--- src/gis_defines.svh ---
// register offset, field positions, reset values and timing counts for the
// global interrupt status and control block; definitions only
`ifndef GIS_DEFINES_SVH
`define GIS_DEFINES_SVH

`define GIS_REG_OFFSET      8'h10
`define GIS_BIT_UART0_IRQ   0
`define GIS_BIT_UART1_IRQ   1
`define GIS_BIT_PIN0_INT    2
`define GIS_BIT_PIN1_INT    3
`define GIS_BIT_UART0_MASK  16
`define GIS_BIT_UART1_MASK  17
`define GIS_BIT_PIN0_MASK   18
`define GIS_BIT_PIN1_MASK   19
`define GIS_BIT_PIN0_PD_EN  20
`define GIS_BIT_F0_PD_STS   22
`define GIS_BIT_F1_PD_STS   23
`define GIS_BIT_PIN0_ROUTE  26
`define GIS_BIT_PIN1_ROUTE  27

`define GIS_RST_UART_MASK   1'h1
`define GIS_RST_PIN_MASK    1'h0
`define GIS_RST_PD_EN       1'h0
`define GIS_RST_ROUTE       1'h1
`define GIS_RST_STICKY      1'h0

// pin configuration field codes
`define GIS_CFG_INV_IN      2'h1
`define GIS_CFG_DIR_BIT     1

// power-down filter period
`define GIS_CLK_MHZ         10
`define GIS_FILTER_TIME_US  100
`define GIS_FILTER_CYCLES   (`GIS_FILTER_TIME_US * `GIS_CLK_MHZ)

`endif

--- src/gis_pkg.sv ---
// types shared by the global interrupt status and control block
// assumes gis_defines.svh supplies the numeric constants
package gis_pkg;

  // power-down filter states
  typedef enum logic [1:0]
  {
    GIS_FILT_IDLE  = 2'b00,
    GIS_FILT_COUNT = 2'b01,
    GIS_FILT_DONE  = 2'b10
  } gis_filt_state_t;

  // local register request
  typedef struct packed
  {
    logic        rd;
    logic        wr;
    logic [7:0]  addr;
    logic [31:0] wdata;
  } gis_reg_req_t;

  // sources inside the device, same clock
  typedef struct packed
  {
    logic       uart0_irq;
    logic       uart1_irq;
    logic       uart0_pd;
    logic       uart1_pd;
    logic [3:0] general_pin_config;
  } gis_src_t;

  // whole module state
  typedef struct packed
  {
    logic [1:0]      sync1;
    logic [1:0]      sync2;
    logic [1:0]      uart_mask;
    logic [1:0]      pin_mask;
    logic            pin0_pd_en;
    logic [1:0]      route;
    logic [1:0]      pd_sticky;
    gis_filt_state_t filt;
    logic [10:0]     filt_cnt;
    logic            f0_pd_req;
    logic            irq_f0;
    logic            irq_f1;
    logic [1:0]      pin_oe;
    logic [1:0]      pin_out;
    logic [31:0]     rdata;
    logic            rvalid;
  } gis_state_t;

endpackage

--- src/gis_ctrl.sv ---
// global interrupt status and control register with interrupt steering
// assumes one clock, local register port at pci side, pins from outside
//
// Summary of operation
// - bit 0 reads live uart 0 interrupt
// - bit 1 reads live uart 1 interrupt
// - bits 2,3 read pin internal levels
// - bit 16 gates uart 0 onto function 0
// - bit 17 gates uart 1 onto function 0
// - bit 18 enables pin 0 interrupt
// - bit 19 enables pin 1 interrupt
// - pins active high unless inversion configured
// - bit 20 lets pin 0 set power-down sticky
// - function 0 power-down needs filtered agreement
// - function 1 power-down is immediate, unfiltered
// - bits 26,27 route pins to function
// - bits 22,23 sticky, cleared on read
// - pin config: noninv, inv, drive 0, 1
`timescale 1ns/1ps
`include "gis_defines.svh"

module gis_ctrl
(
  input  wire logic                 clk,
  input  wire logic                 rst_b,
  input  wire gis_pkg::gis_reg_req_t reg_req,
  input  wire gis_pkg::gis_src_t    src,
  input  wire logic [1:0]           general_pin_in,
  output logic [1:0]                general_pin_out,
  output logic [1:0]                general_pin_oe,
  output logic [31:0]               reg_rdata,
  output logic                      reg_rvalid,
  output logic                      pci_irq_f0,
  output logic                      pci_irq_f1
);

  localparam logic [10:0] FILT_LAST = 11'(`GIS_FILTER_CYCLES - 1);

  gis_pkg::gis_state_t st_q;
  gis_pkg::gis_state_t st_d;

  logic [1:0] pin_int;
  logic [1:0] pin_act;
  logic       sel;
  logic       pin0_pd_f0;
  logic       filt_cond;
  logic       f1_pd_req;
  logic       f0_irq_src;
  logic       f1_irq_src;

  // true when the field selects an inverting input
  function automatic logic cfg_inverts(input logic [1:0] cfg);
    cfg_inverts = (cfg == `GIS_CFG_INV_IN);
  endfunction

  // true when the field selects an input pin
  function automatic logic cfg_is_input(input logic [1:0] cfg);
    cfg_is_input = ~cfg[`GIS_CFG_DIR_BIT];
  endfunction

  // per-pin internal level and active source
  // inversion decode
  generate
    for (genvar i = 0; i < 2; i++)
    begin : g_pin
      assign pin_int[i] = st_q.sync2[i] ^ cfg_inverts(src.general_pin_config[2*i +: 2]);
      // output pins never raise interrupts of their own
      assign pin_act[i] = pin_int[i] & cfg_is_input(src.general_pin_config[2*i +: 2]);
    end
  endgenerate

  assign sel = reg_req.addr == `GIS_REG_OFFSET;

  // power-down sources
  // pin 0 power-down routing
  assign pin0_pd_f0 = st_q.pin0_pd_en & ~st_q.route[0];
  assign f1_pd_req  = st_q.pin0_pd_en & st_q.route[0] & pin_act[0];
  // pin 0 joins the filter only when routed to function 0
  assign filt_cond  = src.uart0_pd & src.uart1_pd & (~pin0_pd_f0 | pin_act[0]);

  // interrupt steering
  // OR of sources
  assign f0_irq_src = (src.uart0_irq & st_q.uart_mask[0])
                    | (src.uart1_irq & st_q.uart_mask[1])
                    | (pin_act[0] & st_q.pin_mask[0] & ~st_q.route[0])
                    | (pin_act[1] & st_q.pin_mask[1] & ~st_q.route[1]);
  assign f1_irq_src = (pin_act[0] & st_q.pin_mask[0] & st_q.route[0])
                    | (pin_act[1] & st_q.pin_mask[1] & st_q.route[1]);

  // next state
  always_comb
  begin
    st_d = st_q;
    // two-stage pin synchroniser; first stage feeds only the second
    st_d.sync1 = general_pin_in;
    st_d.sync2 = st_q.sync1;
    st_d.irq_f0 = f0_irq_src;
    st_d.irq_f1 = f1_irq_src;
    st_d.pin_oe  = {src.general_pin_config[3], src.general_pin_config[1]};
    st_d.pin_out = {src.general_pin_config[2], src.general_pin_config[0]};
    st_d.f0_pd_req = 1'h0;

    case (st_q.filt)
      gis_pkg::GIS_FILT_IDLE:
      begin
        st_d.filt_cnt = 11'h000;
        if (filt_cond)
        begin
          st_d.filt = gis_pkg::GIS_FILT_COUNT;
        end
      end
      gis_pkg::GIS_FILT_COUNT:
      begin
        if (!filt_cond)
        begin
          st_d.filt = gis_pkg::GIS_FILT_IDLE;
        end
        else if (st_q.filt_cnt == FILT_LAST)
        begin
          st_d.f0_pd_req = 1'h1;
          st_d.filt      = gis_pkg::GIS_FILT_DONE;
        end
        else
        begin
          st_d.filt_cnt = st_q.filt_cnt + 11'h001;
        end
      end
      gis_pkg::GIS_FILT_DONE:
      begin
        // one request per episode; must drop out before another
        if (!filt_cond)
        begin
          st_d.filt = gis_pkg::GIS_FILT_IDLE;
        end
      end
      default:
      begin
        st_d.filt = gis_pkg::GIS_FILT_IDLE;
      end
    endcase

    // register read, data shows state sampled at the request
    st_d.rvalid = reg_req.rd;
    st_d.rdata  = 32'h0000_0000;
    if (reg_req.rd && sel)
    begin
      st_d.rdata[`GIS_BIT_UART0_IRQ]  = src.uart0_irq;
      st_d.rdata[`GIS_BIT_UART1_IRQ]  = src.uart1_irq;
      st_d.rdata[`GIS_BIT_PIN0_INT]   = pin_int[0];
      st_d.rdata[`GIS_BIT_PIN1_INT]   = pin_int[1];
      st_d.rdata[`GIS_BIT_UART0_MASK] = st_q.uart_mask[0];
      st_d.rdata[`GIS_BIT_UART1_MASK] = st_q.uart_mask[1];
      st_d.rdata[`GIS_BIT_PIN0_MASK]  = st_q.pin_mask[0];
      st_d.rdata[`GIS_BIT_PIN1_MASK]  = st_q.pin_mask[1];
      st_d.rdata[`GIS_BIT_PIN0_PD_EN] = st_q.pin0_pd_en;
      st_d.rdata[`GIS_BIT_F0_PD_STS]  = st_q.pd_sticky[0];
      st_d.rdata[`GIS_BIT_F1_PD_STS]  = st_q.pd_sticky[1];
      st_d.rdata[`GIS_BIT_PIN0_ROUTE] = st_q.route[0];
      st_d.rdata[`GIS_BIT_PIN1_ROUTE] = st_q.route[1];
      st_d.pd_sticky = 2'h0;
    end

    // writable fields; status bits ignore writes
    if (reg_req.wr && sel)
    begin
      st_d.uart_mask  = {reg_req.wdata[`GIS_BIT_UART1_MASK], reg_req.wdata[`GIS_BIT_UART0_MASK]};
      st_d.pin_mask   = {reg_req.wdata[`GIS_BIT_PIN1_MASK], reg_req.wdata[`GIS_BIT_PIN0_MASK]};
      st_d.pin0_pd_en = reg_req.wdata[`GIS_BIT_PIN0_PD_EN];
      st_d.route = {reg_req.wdata[`GIS_BIT_PIN1_ROUTE], reg_req.wdata[`GIS_BIT_PIN0_ROUTE]};
    end

    // a request in the clearing cycle still sets
    if (st_q.f0_pd_req)
    begin
      st_d.pd_sticky[0] = 1'h1;
    end
    if (f1_pd_req)
    begin
      st_d.pd_sticky[1] = 1'h1;
    end
  end

  // state register, constants only under reset
  always_ff @(posedge clk or negedge rst_b)
  begin
    if (!rst_b)
    begin
      st_q            <= '0;
      st_q.uart_mask  <= {2{`GIS_RST_UART_MASK}};
      st_q.pin_mask   <= {2{`GIS_RST_PIN_MASK}};
      st_q.pin0_pd_en <= `GIS_RST_PD_EN;
      st_q.route      <= {2{`GIS_RST_ROUTE}};
      st_q.pd_sticky  <= {2{`GIS_RST_STICKY}};
      st_q.filt       <= gis_pkg::GIS_FILT_IDLE;
    end
    else
    begin
      st_q <= st_d;
    end
  end

  // outputs straight from flip-flops
  assign general_pin_out = st_q.pin_out;
  assign general_pin_oe  = st_q.pin_oe;
  assign reg_rdata       = st_q.rdata;
  assign reg_rvalid      = st_q.rvalid;
  assign pci_irq_f0      = st_q.irq_f0;
  assign pci_irq_f1      = st_q.irq_f1;
endmodule

--- config.mk ---
export PLATFORM = sky130hd
export DESIGN_NAME = gis_ctrl
export DESIGN_NICKNAME = d
export VERILOG_FILES = /design/src/gis_pkg.sv /design/src/gis_ctrl.sv
export VERILOG_INCLUDE_DIRS = /design/src
export SDC_FILE = /design/constraint.sdc
export NUM_CORES = 1
export LEC_CHECK = 0
export ABC_AREA = 1
export BUFFER_PORTS_ARGS = -buffer_cell sky130_fd_sc_hd__buf_4
export CAP_MARGIN = 10
export CORE_AREA = 2 2 73 75
export DETAILED_ROUTE_END_ITERATION = 6
export DIE_AREA = 0 0 75 77
export PLACE_DENSITY = 0.8
export SLEW_MARGIN = 5
export SYNTH_ARGS = -nofsm -noshare
export SYNTH_HDL_FRONTEND = slang
export SYNTH_SLANG_ARGS = --single-unit
export TNS_END_PERCENT = 100
--- constraint.sdc ---
create_clock -name clk -period 2.1 [get_ports clk]
set_input_delay 0.21 -clock clk [delete_from_list [all_inputs] [get_ports clk]]
set_output_delay 0.21 -clock clk [all_outputs]
set_load 0.03 [all_outputs]
# Yosys cells after proc, flatten, opt, wreduce, memory -nomap -nowiden
# Cells that the tools add are included.
[totals] elab_cells=81 reg_bits=47 out_inout_bits=39 input_bits=54
[classes] reduce_logical=8 n_eq_ne=11 bitwise_logic=27 muxes=17 addsub=1
[ops] cell="$pmux 11 s2" count=1
[ops] cell="$and 1x1->1" count=15
[ops] cell="$mux 2" count=7
[ops] cell="$mux 12" count=1
[ops] cell="$add 11x1->11 const B" count=1
[ops] cell="$eq 11x10->1 const B" count=1
[ops] cell="$mux 11" count=1
[ops] cell="$eq 8x5->1 const B" count=1
[ops] cell="$ne 2x2->1 const B" count=4
[ops] cell="$eq 2x1->1 const B" count=3
[ops] cell="$pmux 2 s3" count=1
[ops] cell="$reduce_and 3->1" count=2
[ops] cell="$reduce_bool 2->1" count=3
[ops] cell="$mux 5" count=1
[ops] cell="$not 1->1" count=5
[ops] cell="$or 1x1->1" count=5
[ops] cell="$mux 1" count=4
[ops] cell="$mux 4" count=1
[ops] cell="$ne 3x3->1 const B" count=1
[ops] cell="$eq 2x2->1 const B" count=1
[ops] cell="$logic_and 1x1->1" count=2
[ops] cell="$logic_not 2->1" count=1
[ops] cell="$xor 1x1->1" count=2

# Longest topological paths before layout
[logic_depth] word_depth=7 mapped_depth=11 ltp_nobuf=10

# Least setup slack after synthesis
# Ideal clock, no wire load.
[synth_path] path_type="reg2reg" startpoint="reg st_q[40] (netlist bit)" endpoint="reg st_q[49] (netlist bit)" required_ns=1.981 n_path_buf=1 setup_ns=0.119 path_slack_ns=0.653 arrival_ns=1.328 stages_incl_launch_ff=11 synth_period_minus_slack_ns=1.447 path_cell_list="dfrtp_1 ha_1 nand2_1 nor2_1 nand3_1 nand2_2 nand2_4 nand2_2 buf_6 nand2_1 nand2_1"
[synth_between] elab_chain_cells=4 elab_cells_between_ends=7 classes_between="add/sub: 1; eq/ne: 2; mux: 3; reduce/logical: 1"
[synth_lines] item="from (decl)" line="gis_ctrl.sv:39" source="gis_pkg::gis_state_t st_q;"
[synth_lines] item="from (signal assigned)" line="gis_ctrl.sv:198" source="st_q <= st_d;"
[synth_lines] item="$add 11x1->11" line="gis_ctrl.sv:125" source="st_d.filt_cnt = st_q.filt_cnt + 11'h001;"
[synth_lines] item="$mux 11" line="gis_ctrl.sv:118" source="else if (st_q.filt_cnt == FILT_LAST)"
[synth_lines] item="$mux 12" line="gis_ctrl.sv:114" source="if (!filt_cond)"
[synth_lines] item="$pmux 11 s2" line="gis_ctrl.sv:103" source="case (st_q.filt)"
# Several ways; a longest one is shown, not always the timed one. The select of a mux whose other input is x is not followed.
# A chain may end at the register's enable or synchronous reset.

# Worst setup path in the final report
[layout_path] startpoint="reg st_q[40] (netlist bit)" endpoint="reg st_q[47] (netlist bit)"
# Same word-level chain as after synthesis.

==> flow_metrics.env <==
export IMPL_arrival_time_at_the_worst_endpoint_ns=1.95
export IMPL_numClockSinks=47
export IMPL_number_of_buffers_inserted_during_clock_tree_synthesis=5
export IMPL_grt_setup_unrepaired="no"
export IMPL_ctsResizeCount=0
export IMPL_timing_critical_path_cells="ha_1 > nand2_1 > nor2_1 > nand3_1 > nand2_2 > nand2_4 > nand2_2 > nand2_1 > nand2_1"
export IMPL_gp_routability_congestion=0.838
export IMPL_timing_max_transition_violations_final=0
export IMPL_hold_class="in2reg"
export IMPL_area_enclosed_by_the_die_boundary_mm2=0.00578
export IMPL_cap_violations=0
export IMPL_synth_yosys_seq_area_share_pct=50.9
export IMPL_yosys_cell_types_count=25
export IMPL_final_layout_size_suffix_gt1_share_pct=20.5
export IMPL_dieWidth_um=75
export IMPL_timing_rr_start="st_q[40]"
export IMPL_pin_count=93
export IMPL_drc=0
export IMPL_asyncSetResetFlopFracSynth_pct=100
export IMPL_cp_required_ns=2.34
export IMPL_chipHeight_um=77
export IMPL_postCtsSetupBuffers=0
export IMPL_crit_fanout=11
export IMPL_globalRouteTotalUtil_pct=15.2
export IMPL_viasPerCell=4.48
export IMPL_cts_htree_levels=2
export IMPL_slowest_cell_on_the_critical_path="dfrtp_1"
export IMPL_cts_tree="done"
export IMPL_result_of_the_run="completed"
export IMPL_r2r_cells=9
export IMPL_fp_coreArea_mm2=0.00498
export IMPL_dp_hpwl_um=3020
export IMPL_filler_cell_count=455
export IMPL_pin_count_of_the_biggest_net_entering_global_routing=48
export IMPL_netlist_instances=279
export IMPL_count_of_synthesis_stage_warnings_from_yosys=0
export IMPL_cts_reportedPaths_clkPinSlew_ns=0.09
export IMPL_synthesis_area_per_instance_um2=8.31
export IMPL_wl_per_cell_um=11.0
export IMPL_finalCoreUtilization_pct=53.3
export IMPL_drt_initial_drc_count=87
export IMPL_setup_total_negative_slack_ns=0
export IMPL_power_per_cell_area_mw_per_mm2=669
export IMPL_final_hold_viol_count=0
export IMPL_worstMarginPinSlew_ns=0.569
export IMPL_post_synth_instance_area_mm2=0.00232
export IMPL_r2r_setup_slack_ns=0.39
export IMPL_insertedDiodeCount=0
export IMPL_detailedRoute_firstPassIterationCount=4
export IMPL_insertion_delay_ns=0.30
export IMPL_synthTopCellsByArea="dfrtp_1, buf_4, nand2_1, nor2_1, inv_1"
export IMPL_placement_io_buffers=48
export IMPL_synthFlopType="dfrtp_1"
export IMPL_timing_fmax_ghz=0.584
export IMPL_antenna_found_initial=0
export IMPL_final_period_minus_worst_setup_slack_ns=1.71
export IMPL_crit_type="reg2reg"
export IMPL_initial_core_util_pct=46.6
export IMPL_cp_slowest_stage_delay_ns=0.46
export IMPL_worstSetupStartpointType="flop"
export IMPL_setup_violations_final=0
export IMPL_floorplan_rows=26
export IMPL_first_global_vias=1564
export IMPL_clk_root_buffer_cell="clkbuf_8"
export IMPL_number_of_synthesized_register_bits=47
export IMPL_worst_slew_margin_rel_pct=62.1
export IMPL_reg2reg_to="st_q[47]"
export IMPL_whs_path_depth=1
export IMPL_final_setup_skew_ns=0.00687
export IMPL_leakage_nw=1.51
export IMPL_post_synthesis_cell_type_with_the_largest_combined_area="dfrtp_1"
export IMPL_num_vias=1713
export IMPL_critical_path_most_common_cell="nand2_1"
export IMPL_worst_setup_path_end_kind="flop"
export IMPL_final_nets=366
export IMPL_gr_total_overflow=0
export IMPL_total_length_of_routed_wires_um=4200
export IMPL_first_pass_grt_wire_length_um=6820
export IMPL_clock_path_buffers=2
export IMPL_synth_edf_count=0
export IMPL_peakVddDrop_uv=284
export IMPL_placed_area_mm2=0.00253
export IMPL_layout_cell_area_non_filler_mm2=0.00266
export IMPL_post_route_period_util_pct=81.5
export IMPL_final_antenna_net_count=0
export IMPL_fraction_of_synthesized_cell_area_taken_by_the_top_area_cell_type_pct=46.4
export IMPL_layout_area_overhead_vs_synth_pct=14.5
export IMPL_hold_path_end="st_d[63]"
export IMPL_worst_setup_path_startpoint="st_q[40]"
export IMPL_cts_hold_fix_buffers=1
export IMPL_start_point_of_the_worst_min_delay_path="general_pin_in[1]"
==> cell families (layout without fill, tap and decap cells) <==
kind of cell | Yosys count | in the layout | share of synthesized area, %
AOI/OAI and AO/OA | 15 | 15 | 3.83
xor gates and xnor gates | 2 | 2 | 0.755
adders and majority gates | 1 | 1 | 0.539
buffers and inverters | 79 | 94 | 19.2
DFF | 47 | 47 | 50.9
other | 1 | 19 | 0.162
and+or+nand+nor | 134 | 134 | 24.6
==> worst max path at each step <==
stage / end / slack [ns]
after global placement: st_q[41] / 0.45
final: st_q[47] / 0.39
after floorplan: st_q[49] / 0.65
after detailed placement: st_q[47] / 0.43
after CTS: st_q[47] / 0.39
after global routing: st_q[43] / 0.23
==> routing by layer <==
| metal | track usage [%] | routed length, µm | up-vias |
|---|---|---|---|
| met3 | 3.42 | 236 | 6 |
| met1 | 17.8 | 1780 | 792 |
| met5 | 0 | 0 | - |
| met4 | 5.00 | 49 | 0 |
| met2 | 26.8 | 2130 | 46 |
| li1 | - | - | 869 |
==> area by class of cell <==
type                            instances  area (µm²)  area share, %
Multi-Input combinational cell        171         761           28.7
Clock inverter                          3        43.8           1.65
Clock buffer                            5        68.8           2.59
Timing Repair Buffer                   50         378           14.2
Tap cell                               70        87.6           3.30
Sequential cell                        47        1180           44.5
Inverter                               36         135           5.09
==> layout by cell type, fill, tap and decap left out <==
| cell | instances |
|---|---|
| clkinv_4 | 1 |
| nand2_1 | 62 |
| dfstp_2 | 4 |
| xnor2_1 | 1 |
| o21bai_1 | 1 |
| conb_1 | 19 |
| nand3_1 | 13 |
| a21o_1 | 1 |
| buf_4 | 49 |
| xor2_1 | 1 |
| dfrtp_1 | 43 |
| o21ai_0 | 2 |
| a21oi_1 | 8 |
| clkinv_2 | 1 |
| nand2_4 | 1 |
| o22ai_1 | 1 |
| inv_1 | 36 |
| clkbuf_8 | 5 |
| nand4_1 | 13 |
| nand3b_1 | 1 |
| nand2_2 | 2 |
| o32ai_1 | 2 |
| bufinv_16 | 1 |
| dlygate4sd3_1 | 1 |
| ha_1 | 1 |
| nor3_1 | 2 |
| nor2_1 | 40 |
==> where the power goes <==
| group | switching, mW | leakage (nW) | internal (mW) | total, mW |
|---|---|---|---|---|
| Sequential | 0.00867 | 0.590 | 0.929 | 0.937 |
| Clock | 0.298 | 0.0581 | 0.354 | 0.652 |
| Combinational | 0.126 | 0.863 | 0.0604 | 0.187 |
==> cell usage after synthesis (all sizes together) (2+ instances only) <==
library cell,number
nand2,65
dfrtp,43
buf,40
nor2,40
inv,36
nand3,13
nand4,13
a21oi,8
dfstp,4
clkbuf,3
nor3,2
o21ai,2
o32ai,2
==> stage by stage <==
stage          power [mW]  setup WS (ns)  cells  hold slack [ns]
2_1_floorplan        1.09          0.653    297          -0.0856
3_3_place_gp         1.14          0.449    373            0.245
3_5_place_dp         1.14          0.431    373            0.248
4_1_cts              1.80          0.390    382          0.00412
5_1_grt              1.85          0.227    382          0.00430
6_report             1.78          0.388    382           0.0119
==> state kept, by name, indices dropped and copies added, names as in the netlist <==
register / count
general_pin_oe: 2
general_pin_out: 2
pci_irq_f0: 1
pci_irq_f1: 1
reg_rdata: 13
reg_rvalid: 1
st_d: 2
st_q: 25
==> critical path: cells and delay by family, from the launching register on <==
family	cells	cell delay (ns)
flops	1	0.46
simple gates	8	0.87
fa+ha+maj	1	0.32
Power figures use the tool's default switching activity.
